File: src/hdl/ssie_regs.svh
// Register offsets, field positions and reset values of the status and interrupt enable block.
`ifndef SSIE_REGS_SVH
`define SSIE_REGS_SVH

`define SSIE_IRQ_ENABLE_OFS    12'h0DC
`define SSIE_IRQ_STATUS_OFS    12'h10C
`define SSIE_SEC_STATUS_OFS    12'h114
`define SSIE_ADDR_W            12

`define SSIE_ENABLE_RESET      32'h0000_0000
`define SSIE_STATUS_RESET      32'h0000_0000
`define SSIE_SEC_RESET         13'h0000

// Interrupt status / enable bit positions.
`define SSIE_BIT_AUDIO_FIFO    11
`define SSIE_BIT_VIDEO_FIFO    9
`define SSIE_BIT_COMBINED_CNT  2

// Secondary status field positions.
`define SSIE_SEC_VF2           12
`define SSIE_SEC_VF1           11
`define SSIE_SEC_AIN2          10
`define SSIE_SEC_AOUT2         9
`define SSIE_SEC_AIN1          8
`define SSIE_SEC_AOUT1         7
`define SSIE_SEC_VGATE         5
`define SSIE_SEC_LGATE         4
`define SSIE_SEC_CNT5          3
`define SSIE_SEC_CNT4          2
`define SSIE_SEC_CNT2          1
`define SSIE_SEC_CNT1          0

`endif

File: src/hdl/ssie_pkg.sv
// Types shared by the status and interrupt enable block.
package ssie_pkg;
    typedef enum logic [1:0] {
        SSIE_APB_IDLE   = 2'b01,
        SSIE_APB_ACCESS = 2'b10
    } ssie_apb_state_type;
endpackage : ssie_pkg

File: src/hdl/ssie_top.sv
// Secondary status, interrupt status and interrupt enable registers with APB access.
//
// Design decision made here: the APB register port.
`timescale 1ns/1ps
`include "ssie_regs.svh"

module ssie_top
    import ssie_pkg::*;
#(
    parameter int SRC_W = 32
) (
    // Clock and reset.
    input  wire logic              pclk,
    input  wire logic              presetn,
    // APB slave.
    input  wire logic              psel,
    input  wire logic              penable,
    input  wire logic              pwrite,
    input  wire logic [31:0]       paddr,
    input  wire logic [31:0]       pwdata,
    input  wire logic [3:0]        pstrb,
    output logic      [31:0]       prdata,
    output logic                   pready,
    output logic                   pslverr,
    // Interrupt source pulses, one per interrupt status bit.
    input  wire logic [SRC_W-1:0]  irq_source,
    // FIFO error pulses.
    input  wire logic              video_fifo_two_err,
    input  wire logic              video_fifo_one_ovf,
    input  wire logic              audio_in_fifo_two_udf,
    input  wire logic              audio_out_fifo_two_ovf,
    input  wire logic              audio_in_fifo_one_udf,
    input  wire logic              audio_out_fifo_one_ovf,
    // Clear strobes from the DMA logic.
    input  wire logic              video_base_reload,
    input  wire logic              audio_in_two_restart,
    input  wire logic              audio_out_two_restart,
    input  wire logic              audio_in_one_restart,
    input  wire logic              audio_out_one_restart,
    // Scaler output gates, asynchronous to pclk.
    input  wire logic              vertical_gate_mon,
    input  wire logic              line_qualifier_mon,
    // Event counter threshold pulses.
    input  wire logic              counter_five_flag,
    input  wire logic              counter_four_flag,
    input  wire logic              counter_two_flag,
    input  wire logic              counter_one_flag,
    // Host interrupt request.
    output logic                   host_irq
);

    ssie_apb_state_type  apb_q;
    logic [31:0]         enable_q;
    logic [31:0]         status_q;
    logic                vf2_err_q;
    logic                vf1_ovf_q;
    logic                ain2_udf_q;
    logic                aout2_ovf_q;
    logic                ain1_udf_q;
    logic                aout1_ovf_q;
    logic                cnt5_q;
    logic                cnt4_q;
    logic                cnt2_q;
    logic                cnt1_q;
    logic                vgate_meta_q;
    logic                vgate_sync_q;
    logic                lgate_meta_q;
    logic                lgate_sync_q;
    logic [31:0]         rd_mux;
    logic                host_irq_q;
    logic [31:0]         prdata_q;
    logic                pslverr_q;

    logic                access;
    logic                wr_en;
    logic                rd_en;
    logic [11:0]         ofs;
    logic                hit_enable;
    logic                hit_status;
    logic                hit_sec;
    logic [31:0]         wmask;
    logic [31:0]         w1c;
    logic                clr_video;
    logic                clr_audio;
    logic                clr_count;
    logic [31:0]         set_vec;
    logic [31:0]         sec_view;

    // APB decode: every access completes in its first access cycle.
    assign ofs        = paddr[`SSIE_ADDR_W-1:0];
    assign access     = psel && penable;
    assign wr_en      = access && pwrite;
    assign rd_en      = access && !pwrite;
    assign hit_enable = (ofs == `SSIE_IRQ_ENABLE_OFS);
    assign hit_status = (ofs == `SSIE_IRQ_STATUS_OFS);
    assign hit_sec    = (ofs == `SSIE_SEC_STATUS_OFS);
    assign pready     = (apb_q == SSIE_APB_ACCESS);

    always_comb begin
        for (int i = 0; i < 4; i++) begin
            wmask[i*8 +: 8] = {8{pstrb[i]}};
        end
    end

    always_ff @(posedge pclk or negedge presetn) begin
        if (!presetn) begin
            apb_q <= SSIE_APB_IDLE;
        end else begin
            case (apb_q)
                SSIE_APB_IDLE: begin
                    if (psel && !penable) begin
                        apb_q <= SSIE_APB_ACCESS;
                    end
                end
                SSIE_APB_ACCESS: begin
                    apb_q <= SSIE_APB_IDLE;
                end
                default: begin
                    apb_q <= SSIE_APB_IDLE;
                end
            endcase
        end
    end

    // Write-one-to-clear vector for the interrupt status register.
    assign w1c       = (wr_en && pready && hit_status) ? (pwdata & wmask) : 32'h0000_0000;
    assign clr_video = w1c[`SSIE_BIT_VIDEO_FIFO];
    assign clr_audio = w1c[`SSIE_BIT_AUDIO_FIFO];
    assign clr_count = w1c[`SSIE_BIT_COMBINED_CNT];

    // Enable register, fully read/write with byte strobes.
    always_ff @(posedge pclk or negedge presetn) begin
        if (!presetn) begin
            enable_q <= `SSIE_ENABLE_RESET;
        end else if (wr_en && pready && hit_enable) begin
            enable_q <= (enable_q & ~wmask) | (pwdata & wmask);
        end
    end

    // Scaler gates are asynchronous, so each passes its own two-stage synchroniser.
    always_ff @(posedge pclk or negedge presetn) begin
        if (!presetn) begin
            vgate_meta_q <= 1'b0;
            vgate_sync_q <= 1'b0;
        end else begin
            vgate_meta_q <= vertical_gate_mon;
            vgate_sync_q <= vgate_meta_q;
        end
    end

    always_ff @(posedge pclk or negedge presetn) begin
        if (!presetn) begin
            lgate_meta_q <= 1'b0;
            lgate_sync_q <= 1'b0;
        end else begin
            lgate_meta_q <= line_qualifier_mon;
            lgate_sync_q <= lgate_meta_q;
        end
    end

    // Secondary status error flags: a set in the clearing cycle wins, so no event is lost.
    always_ff @(posedge pclk or negedge presetn) begin
        if (!presetn) begin
            vf2_err_q <= 1'b0;
        end else if (video_fifo_two_err) begin
            vf2_err_q <= 1'b1;
        end else if (video_base_reload || clr_video) begin
            vf2_err_q <= 1'b0;
        end
    end

    always_ff @(posedge pclk or negedge presetn) begin
        if (!presetn) begin
            vf1_ovf_q <= 1'b0;
        end else if (video_fifo_one_ovf) begin
            vf1_ovf_q <= 1'b1;
        end else if (video_base_reload || clr_video) begin
            vf1_ovf_q <= 1'b0;
        end
    end

    always_ff @(posedge pclk or negedge presetn) begin
        if (!presetn) begin
            ain2_udf_q <= 1'b0;
        end else if (audio_in_fifo_two_udf) begin
            ain2_udf_q <= 1'b1;
        end else if (audio_in_two_restart || clr_audio) begin
            ain2_udf_q <= 1'b0;
        end
    end

    always_ff @(posedge pclk or negedge presetn) begin
        if (!presetn) begin
            aout2_ovf_q <= 1'b0;
        end else if (audio_out_fifo_two_ovf) begin
            aout2_ovf_q <= 1'b1;
        end else if (audio_out_two_restart || clr_audio) begin
            aout2_ovf_q <= 1'b0;
        end
    end

    always_ff @(posedge pclk or negedge presetn) begin
        if (!presetn) begin
            ain1_udf_q <= 1'b0;
        end else if (audio_in_fifo_one_udf) begin
            ain1_udf_q <= 1'b1;
        end else if (audio_in_one_restart || clr_audio) begin
            ain1_udf_q <= 1'b0;
        end
    end

    always_ff @(posedge pclk or negedge presetn) begin
        if (!presetn) begin
            aout1_ovf_q <= 1'b0;
        end else if (audio_out_fifo_one_ovf) begin
            aout1_ovf_q <= 1'b1;
        end else if (audio_out_one_restart || clr_audio) begin
            aout1_ovf_q <= 1'b0;
        end
    end

    // Counter threshold flags are cleared only through the combined status bit.
    always_ff @(posedge pclk or negedge presetn) begin
        if (!presetn) begin
            cnt5_q <= 1'b0;
        end else if (counter_five_flag) begin
            cnt5_q <= 1'b1;
        end else if (clr_count) begin
            cnt5_q <= 1'b0;
        end
    end

    always_ff @(posedge pclk or negedge presetn) begin
        if (!presetn) begin
            cnt4_q <= 1'b0;
        end else if (counter_four_flag) begin
            cnt4_q <= 1'b1;
        end else if (clr_count) begin
            cnt4_q <= 1'b0;
        end
    end

    always_ff @(posedge pclk or negedge presetn) begin
        if (!presetn) begin
            cnt2_q <= 1'b0;
        end else if (counter_two_flag) begin
            cnt2_q <= 1'b1;
        end else if (clr_count) begin
            cnt2_q <= 1'b0;
        end
    end

    always_ff @(posedge pclk or negedge presetn) begin
        if (!presetn) begin
            cnt1_q <= 1'b0;
        end else if (counter_one_flag) begin
            cnt1_q <= 1'b1;
        end else if (clr_count) begin
            cnt1_q <= 1'b0;
        end
    end

    // Secondary status as read: live gates, reserved and unlisted bits zero.
    always_comb begin
        sec_view = 32'h0000_0000;
        sec_view[`SSIE_SEC_VF2] = vf2_err_q;
        sec_view[`SSIE_SEC_VF1] = vf1_ovf_q;
        sec_view[`SSIE_SEC_AIN2] = ain2_udf_q;
        sec_view[`SSIE_SEC_AOUT2] = aout2_ovf_q;
        sec_view[`SSIE_SEC_AIN1] = ain1_udf_q;
        sec_view[`SSIE_SEC_AOUT1] = aout1_ovf_q;
        sec_view[`SSIE_SEC_VGATE] = vgate_sync_q;
        sec_view[`SSIE_SEC_LGATE] = lgate_sync_q;
        sec_view[`SSIE_SEC_CNT5] = cnt5_q;
        sec_view[`SSIE_SEC_CNT4] = cnt4_q;
        sec_view[`SSIE_SEC_CNT2] = cnt2_q;
        sec_view[`SSIE_SEC_CNT1] = cnt1_q;
    end

    // Interrupt status sources; the grouped FIFO and counter bits are also set by the pulses that set their flags.
    always_comb begin
        set_vec = irq_source;
        set_vec[`SSIE_BIT_VIDEO_FIFO] = irq_source[`SSIE_BIT_VIDEO_FIFO] | video_fifo_two_err | video_fifo_one_ovf;
        set_vec[`SSIE_BIT_AUDIO_FIFO] = irq_source[`SSIE_BIT_AUDIO_FIFO] | audio_in_fifo_two_udf
                                      | audio_out_fifo_two_ovf | audio_in_fifo_one_udf | audio_out_fifo_one_ovf;
        set_vec[`SSIE_BIT_COMBINED_CNT] = irq_source[`SSIE_BIT_COMBINED_CNT] | counter_five_flag
                                        | counter_four_flag | counter_two_flag | counter_one_flag;
    end

    always_ff @(posedge pclk or negedge presetn) begin
        if (!presetn) begin
            status_q <= `SSIE_STATUS_RESET;
        end else begin
            status_q <= set_vec | (status_q & ~w1c);
        end
    end

    // Interrupt request follows any enabled pending source one cycle later.
    always_ff @(posedge pclk or negedge presetn) begin
        if (!presetn) begin
            host_irq_q <= 1'b0;
        end else begin
            host_irq_q <= |(status_q & enable_q);
        end
    end
    assign host_irq = host_irq_q;

    // Read selection; writes and unmapped offsets return zero.
    always_comb begin
        rd_mux = 32'h0000_0000;
        if (!pwrite && hit_enable) begin
            rd_mux = enable_q;
        end else if (!pwrite && hit_status) begin
            rd_mux = status_q;
        end else if (!pwrite && hit_sec) begin
            rd_mux = sec_view;
        end
    end

    // Read data is registered in the setup cycle, so the access cycle can answer at once.
    always_ff @(posedge pclk or negedge presetn) begin
        if (!presetn) begin
            prdata_q <= 32'h0000_0000;
        end else if (psel && !penable) begin
            prdata_q <= rd_mux;
        end
    end

    // Error response is decided in the setup cycle as well.
    always_ff @(posedge pclk or negedge presetn) begin
        if (!presetn) begin
            pslverr_q <= 1'b0;
        end else if (psel && !penable) begin
            pslverr_q <= !(hit_enable || hit_status || hit_sec) || (pwrite && hit_sec);
        end
    end
    assign prdata  = (rd_en && pready) ? prdata_q : 32'h0000_0000;
    assign pslverr = pready ? pslverr_q : 1'b0;

endmodule : ssie_top

File: config.mk
export PLATFORM = sky130hd
export DESIGN_NAME = ssie_top
export DESIGN_NICKNAME = d
export VERILOG_FILES = /design/src/hdl/ssie_pkg.sv /design/src/hdl/ssie_top.sv
export VERILOG_INCLUDE_DIRS = /design/src /design/src/hdl
export SDC_FILE = /design/constraint.sdc
export NUM_CORES = 1
export LEC_CHECK = 0
export ABC_AREA = 1
export CAP_MARGIN = 20
export CORE_UTILIZATION = 55
export CTS_CLUSTER_SIZE = 12
export DETAILED_ROUTE_END_ITERATION = 16
export DONT_BUFFER_PORTS = 1
export PLACE_DENSITY = 0.75
export REMOVE_ABC_BUFFERS = 1
export SYNTH_ARGS = -nofsm -noshare
export SYNTH_HDL_FRONTEND = slang
export SYNTH_SLANG_ARGS = --single-unit
export TNS_END_PERCENT = 50
File: constraint.sdc
create_clock -name pclk -period 3.8 [get_ports pclk]
set_clock_uncertainty 0.15 [all_clocks]
set_input_delay 0 -clock pclk [delete_from_list [all_inputs] [get_ports pclk]]
set_output_delay 0 -clock pclk [all_outputs]
set_load 0.02 [all_outputs]
==> run metrics, run 1 <==
Die X=105.2 um; post-DP HPWL=10.03 mm; Seq/Total Area, Yosys=0.4877; failing step=clock tree synthesis; Longest Clk Path Bufs=2; Avg Cell Area, Syn=7.198 sq um; Port Buffer Count=0; Rows=37; Post-Syn Instances=813; CTS root buffer=clkbuf_8; number of distinct library cells after synthesis=27; I/O pins=~160; Yosys Warn Count=0; TritonCTS Buffers=17; Err=[ERROR RSZ-0060] Max buffer count reached.; status=stopped before the end; initial core utilization=0.5668; Post-CTS Setup Inserts=0; Hold-fix buffers, CTS=191; post-cts sizing count=0; Placer Congestion=~0.87; Synth Cell Area=5852 sq um; clk sink count=114; flops & latches, synth=114; maximum level of the CTS H-tree=4; Die Y=105.2 um
synthesized netlist by cell type:
master	n	share of area
nand2_1	336	0.22
inv_1	117	0.075
dfrtp_1	113	0.48
nand4_1	50	0.053
nor2_1	49	0.031
nand3_1	44	0.038
o21ai_0	34	0.029
clkbuf_1	19	0.012
buf_2	11	0.0094
nand2_2	5	0.0053
o21ai_1	5	0.0043
nor2_2	4	0.0043
a21o_1	3	0.0038
inv_2	3	0.0019
nor2_4	3	0.0058
nor3_1	3	0.0026
buf_6	2	0.0038
nor4_1	2	0.0021
o21bai_1	2	0.0026
a22o_1	1	0.0015
buf_1	1	0.00064
buf_4	1	0.0013
clkinv_1	1	0.00064
dfstp_2	1	0.0045
nand3_2	1	0.0017
nor2_8	1	0.0034
nor3_4	1	0.0028
stage by stage:
step	cells	hold slack, ns	instance area (sq um)	util	worst slack (ns)
after global placement	920	-0.4418	5899	0.5714	1.715
after detailed placement	920	-0.4417	5899	0.5714	1.602
after floorplan	779	-0.4456	5692	-	1.706
kinds of logic after synthesis:
group,count (synthesis),synth area share
and+or+nand+nor,499,0.3660
AOI/OAI and AO/OA,45,0.04126
buffers and inverters,155,0.1050
DFF,114,0.4877
==> run 2, diff against run 1 <==
--- a/config.mk
+++ b/config.mk
@@ -8,11 +8,10 @@
 export LEC_CHECK = 0
 export ABC_AREA = 1
 export CAP_MARGIN = 20
-export CORE_UTILIZATION = 55
-export CTS_CLUSTER_SIZE = 12
+export CORE_UTILIZATION = 40
 export DETAILED_ROUTE_END_ITERATION = 16
 export DONT_BUFFER_PORTS = 1
-export PLACE_DENSITY = 0.75
+export PLACE_DENSITY_LB_ADDON = 0.15
 export REMOVE_ABC_BUFFERS = 1
 export SYNTH_ARGS = -nofsm -noshare
 export SYNTH_HDL_FRONTEND = slang
==> run metrics, run 2 <==
Slew @ Worst Pin=just over 1 ns; critical path's slowest cell=dlygate4sd3_1; fin crit period=around 3.5 ns; critical path capture point type=flop; Slew Limit Fails=0; fin crit share=0.9112; Synth area leaders=dfrtp_1 48%, nand2_1 22%, inv_1 7.5%, nand4_1 5.3%, nand3_1 3.8% (unchanged); Remaining DRCs=0; status=complete, no violations (was stopped before the end); Die X=123.0 um (was 105.2 um); Port Buffer Count=0 (unchanged); highest ir drop seen on vdd=between 200 and 250 uV; clock-pin slew on the worst setup and hold paths=0.05 ns; max_cap viols=0; total core area=14100 sq um; Placer Congestion=0.8287 (was 0.8653); number of global-route vias before repair=6063; Post-Place Cells=965 (was 920); remaining global-route overflow=0; diode count=0; antenna violations before repair=0; endpoints failing setup=0; number of distinct library cells after synthesis=27 (unchanged); Longest Clk Path Bufs=2 (unchanged); Avg Cell Area, Syn=7.198 sq um (unchanged); pre-CTS setup slack=1.411 ns (was 1.602 ns); die area=about 15000 sq um; list of most frequent post-synthesis cells=336 x nand2_1, 117 x inv_1, 113 x dfrtp_1 (unchanged); DRT Pass-1 Iters=5; Post-CTS Setup Inserts=0 (unchanged); via count=5992; maximum level of the CTS H-tree=4 (unchanged); Yosys Warn Count=0 (unchanged); Routed WL=18.92 mm; layout net count=1125; CTS tree=built; most frequent cell after synthesis=nand2_1 (unchanged); Fmax=about 0.29 GHz; CP cell instances=dlygate4sd3_1 > nor2_1 > dlygate4sd3_1 > nand2_1 > dlygate4sd3_1 > nor2_4 > nand3_4 > inv_2 > nand2_2 > nand2_1 > nand3_1 > dlygate4sd3_1; most frequent CP cell=dlygate4sd3_1; Synth area leader=dfrtp_1 (unchanged); critical path required time=3.95 ns; critical path start-end classification=in2reg; share of post-route cells with drive strength above 1=0.05217; post-layout util=0.6104; wire per inst=15.82 um; TritonCTS Buffers=17 (unchanged); largest net degree at the start of global routing=about 120; fillers=1245; Clock Latency Late Sink=between 0.4 and 0.5 ns; most frequent cells in the layout=336 x nand2_1, 198 x dlygate4sd3_1, 117 x inv_1; first-pass GRT wire length=30.84 mm; initial core utilization=0.4151 (was 0.5668); CTS root buffer=clkbuf_16 (was clkbuf_8); setup TNS=0 ns; number of DRC violations after detailed-routing iteration 0=442; Post-Syn Instances=813 (unchanged); Tot GR Track Use=0.2729; Hold WC Path Type=in2reg; I/O pins=157 (unchanged); Final WS setup=0.3373 ns; clk sink count=114 (unchanged); top cell type's share of synthesized area=0.4832 (unchanged); flops & latches, synth=114 (unchanged); relative slew slack=0.3064; Layout Cells excl Fill=between 1000 and 1500; RSZ-0062 raised after global routing=false; final antenna-violating net count=0; Area growth, synth to finish=47.04%; Async S/R FF share, synth=1.000 (unchanged); Rows=43 (was 37); Top delay family on crit path=buffers and inverters; CP Launch Type=input pin; Seq/Total Area, Yosys=0.4877 (unchanged); Post-synth EDFFs=0 (unchanged); DR vias/cell=5.010; pwr dens=roughly 350 nW/um^2; final hold vios=0; P_leak=4.096 nW; Synth Cell Area=5852 sq um (unchanged); Worst EP arrival=~3.6 ns; post-DP HPWL=11.01 mm (was 10.03 mm); CP max FO=30; Crit path buffers/inverters=5; Top FF cell, synth=dfrtp_1 (unchanged); CP max stage delay=approximately 0.60 ns; Die Y=123.0 um (was 105.2 um); most common cell after layout, fill and taps aside=nand2_1
==> run 2: cell counts after synthesis <==
No cell type changed its count.
==> run 2: stage by stage <==
step | hold WS [ns] | area, sq um | power (mW)
after global routing | 0.04584 | 8605 | 3.141
after CTS | 0.003639 | 8597 | 3.059
final | 0.01452 | 8605 | 3.045
after detailed placement | -0.4430 | 5982 | 1.328
after global placement | -0.4433 | 5954 | 1.322
after floorplan | -0.4456 | 5692 | 1.303
==> run 2: repair_timing <==
item | CTS | global route
endpoints found under the setup margin | 0 | 35
endpoints found under the hold margin | 225 | 0
gates resized for setup | 0 | 1
hold buffers | 199 | 0
==> run 2: logic make-up after synthesis <==
| kind of cell | Yosys count | synth area share |
|---|---|---|
| AOI/OAI and AO/OA | 45 | 0.04126 |
| buffers and inverters | 155 | 0.1050 |
| DFF | 114 | 0.4877 |
| and+or+nand+nor | 499 | 0.3660 |
==> run 2: worst register-to-register path, stage by stage, from the launching register on <==
cell	delay (ns)
dfstp_2	0.36
inv_1	0.07
nand2_1	0.12
nor3_4	0.32
inv_2	0.12
nor2_8	0.39
nand3_1	0.15
dlygate4sd3_1	0.60
nand2_1	0.07
dlygate4sd3_1	0.55
==> run 2: path summary, 6_finish.rpt <==
path	startpoint	endpoint	slack, ns	cells past startpoint
worst max-delay path	paddr[6]	status_q[2]$_DFF_PN0_	0.34	12
worst min-delay path	paddr[6]	prdata_q[11]$_DFFE_PN0P_	0.01	9
worst max register to register	apb_q[0]$_DFFE_PN1P_	flop	0.86	9
worst min register to register	vgate_meta_q$_DFF_PN0_	vgate_sync_q$_DFF_PN0_	0.20	0
max in group asynchronous	presetn	prdata_q[11]$_DFFE_PN0P_	3.01	2
min in group asynchronous	presetn	prdata_q[26]$_DFFE_PN0P_	0.05	2
==> run 2: power breakdown <==
group | leakage (nW) | switching, mW | internal, mW
Combinational | 2.42 | 0.101 | 0.0968
Clock | 0.298 | 0.529 | 1.09
Sequential | 1.37 | 0.00514 | 1.23
Total | 4.10 | 0.635 | 2.41
==> run 2: area by class of cell <==
type                       instances  area [sq um]  share of cell area
clock buffer                      29         540.5             0.06282
clock inverter                     3         65.06            0.007561
inverter                         121         454.2             0.05278
multi-input combinational        544          2391              0.2779
sequential                       114          2854              0.3317
tap                              180         225.2             0.02617
timing repair buffer             205          2074              0.2411
==> run 2: metal layers <==
metal / GRT usage / up-vias / wire length, um
met5: 0 / - / 0
met4: 0.1136 / 0 / 405
met3: 0.04935 / 33 / 1303
met2: 0.4347 / 225 / 8957
met1: 0.3660 / 2838 / 8256
li1: - / 2896 / -
(Power assumes the default switching activity.)
==> run 3, diff against run 2 <==
--- a/config.mk
+++ b/config.mk
@@ -11,7 +11,7 @@
 export CORE_UTILIZATION = 40
 export DETAILED_ROUTE_END_ITERATION = 16
 export DONT_BUFFER_PORTS = 1
-export PLACE_DENSITY_LB_ADDON = 0.15
+export PLACE_DENSITY = 0.52
 export REMOVE_ABC_BUFFERS = 1
 export SYNTH_ARGS = -nofsm -noshare
 export SYNTH_HDL_FRONTEND = slang
==> constraint.sdc (replaced) <==
create_clock -name pclk -period 3.8 [get_ports pclk]
set_clock_uncertainty 0.15 [all_clocks]
set_input_delay 0.76 -clock pclk [delete_from_list [all_inputs] [get_ports pclk]]
set_output_delay 0.76 -clock pclk [all_outputs]
set_load 0.02 [all_outputs]
==> run metrics, run 3 (same netlist as run 2, synthesis figures left out) <==
most frequent cells in the layout=336 x nand2_1, 117 x inv_1, 113 x dfrtp_1 (was 336 x nand2_1, 198 x dlygate4sd3_1, 117 x inv_1); final antenna-violating net count=0 (unchanged); Remaining DRCs=0 (unchanged); Fmax=0.3362 GHz (was 0.2888 GHz); Pint=2.356 mW (was 2.409 mW); CP max stage delay=0.46 ns (was 0.60 ns); fillers=1446 (was 1245); Tot GR Track Use=0.2276 (was 0.2729); Port Buffer Count=0 (unchanged); Area growth, synth to finish=13.15% (was 47.04%); post-cts sizing count=0 (unchanged); CTS tree=built (unchanged); first-pass GRT wire length=25.16 mm (was 30.84 mm); FF-to-FF Start=apb_q[0]$_DFFE_PN1P_ (unchanged); total core area=14100 sq um (unchanged); number of global-route vias before repair=4820 (was 6063); Setup crit end=prdata[25] (was status_q[2]$_DFF_PN0_); Slew @ Worst Pin=1.016 ns (was 1.037 ns); Post-Place Cells=966 (was 965); setup TNS=0 ns (unchanged); Crit path buffers/inverters=2 (was 5); largest net degree at the start of global routing=114 (was 115); maximum level of the CTS H-tree=4 (unchanged); CP cell instances=inv_2 > nand4_1 > buf_4 > nor2_1 (was dlygate4sd3_1 > nor2_1 > dlygate4sd3_1 > nand2_1 > dlygate4sd3_1 > nor2_4 > nand3_4 > inv_2 > nand2_2 > nand2_1 > nand3_1 > dlygate4sd3_1); Setup crit start=pwrite (was paddr[6]); Placer Congestion=0.7938 (was 0.8287); final hold vios=0 (unchanged); RSZ-0062 raised after global routing=false (unchanged); post-DP HPWL=11.00 mm (was 11.01 mm); CP Launch Type=input pin (unchanged); Hold WC Path Type=in2async (was in2reg); pwr dens=446.9 nW/um^2 (was 353.9 nW/um^2); Top delay family on crit path=buffers and inverters (unchanged); Logic pwr share=0.034 (was 0.065); critical path capture point type=primary output (was flop); critical path required time=2.89 ns (was 3.95 ns); number of cells on the worst reg-to-reg path=7 (was 9); initial core utilization=0.4151 (unchanged); CP max FO=40 (was 30); number of DRC violations after detailed-routing iteration 0=358 (was 442); reg-to-reg endpoint=cnt2_q$_DFFE_PN0P_; remaining global-route overflow=0 (unchanged); Die X=123.0 um (unchanged); DRT Pass-1 Iters=5 (unchanged); Sw Share=0.2038 (was 0.2087); Rows=43 (unchanged); layout net count=928 (was 1125); clock-pin slew on the worst setup and hold paths=0.05 ns (about the same); critical path's slowest cell=inv_2 (was dlygate4sd3_1); antenna violations before repair=1 (was 0); setup slack, reg-to-reg=1.53 ns (was 0.86 ns); P_leak=3.339 nW (was 4.096 nW); Clock Latency Late Sink=0.41 ns (about the same); Layout Cells excl Fill=997 (was 1196); Worst EP arrival=2.06 ns (was 3.61 ns); I/O pins=157 (unchanged); Die Y=123.0 um (unchanged); Routed WL=16.11 mm (was 18.92 mm); share of post-route cells with drive strength above 1=0.06618 (was 0.05217); clk sink count=114 (unchanged); Slew Limit Fails=0 (unchanged); highest ir drop seen on vdd=305.7 uV (was 237.9 uV); DR vias/cell=5.060 (was 5.010); most common cell after layout, fill and taps aside=nand2_1 (unchanged); fin crit share=0.7827 (was 0.9112); Flop pwr share=0.416 (was 0.404); relative slew slack=0.3200 (was 0.3064); critical path start-end classification=in2out (was in2reg); fin crit period=2.974 ns (was 3.463 ns); TritonCTS Buffers=17 (unchanged); clock power share=0.549 (was 0.531); wire per inst=16.16 um (was 15.82 um); switching power=603.0 uW (was 635.5 uW); via count=5045 (was 5992); number of cells on the critical path=4 (was 12); status=complete, no violations (unchanged); die area=15120 sq um (unchanged); CTS root buffer=clkbuf_16 (unchanged); Longest Clk Path Bufs=2 (unchanged); max_cap viols=0 (unchanged); endpoints failing setup=0 (unchanged)
-- run 3: routing by layer --
metal,wire (um),vias up,global-route usage
met5,0,-,0
met1,7498,2376,0.3131
met4,306,0,0.08003
li1,-,2495,-
met3,1065,22,0.07011
met2,7238,152,0.3385
-- run 3: cell type report --
type	count	area [sq um]	share of cell area
flip-flops and latches	114	2854	0.4310
multi-input cells	544	2384	0.3600
clock buffers	24	501.7	0.07577
inverters	121	454.2	0.06859
well taps	180	225.2	0.03401
clock inverters	5	100.1	0.01512
repair buffers	8	100.1	0.01512
diodes	1	2.502	0.0003779
-- run 3: timing repair --
| item | CTS | global route |
|---|---|---|
| hold endpoints to repair | 113 | 0 |
| hold buffers | 1 | 0 |
| setup buffers | 0 | 0 |
-- run 3: per-stage QoR --
stage	total power [mW]	instance area [sq um]	utilization	worst slack (ns)	hold slack (ns)
floorplan	1.303	5692	-	0.4150	0.1812
global placement	1.322	5962	0.4230	0.8942	0.1856
detailed placement	1.327	5989	0.4249	0.8436	0.1847
CTS	2.991	6619	0.4696	0.8382	0.02812
global route	3.056	6621	0.4697	0.7019	0.02340
finish	2.959	6621	0.4697	0.8257	0.04505
-- run 3: power by group through the flow --
stage / logic [mW] / registers (mW) / clock network (mW)
floorplan: 0.0539 / 1.25 / 0
global placement: 0.0702 / 1.25 / 0
detailed placement: 0.0760 / 1.25 / 0
CTS: 0.104 / 1.23 / 1.66
global route: 0.117 / 1.23 / 1.71
finish: 0.102 / 1.23 / 1.63
-- run 3: how the worst min path moves through the flow --
stage                                      start                endpoint  slack (ns)  depth (start not counted)
after floorplan           lgate_meta_q$_DFF_PN0_  lgate_sync_q$_DFF_PN0_        0.18                          0
final                                    presetn    apb_q[0]$_DFFE_PN1P_        0.05                          0
after global routing                     presetn    apb_q[0]$_DFFE_PN1P_        0.02                          0
after detailed placement  vgate_meta_q$_DFF_PN0_  vgate_sync_q$_DFF_PN0_        0.18                          0
after CTS                                presetn    apb_q[0]$_DFFE_PN1P_        0.03                          0
after global placement    vgate_meta_q$_DFF_PN0_  vgate_sync_q$_DFF_PN0_        0.19                          0
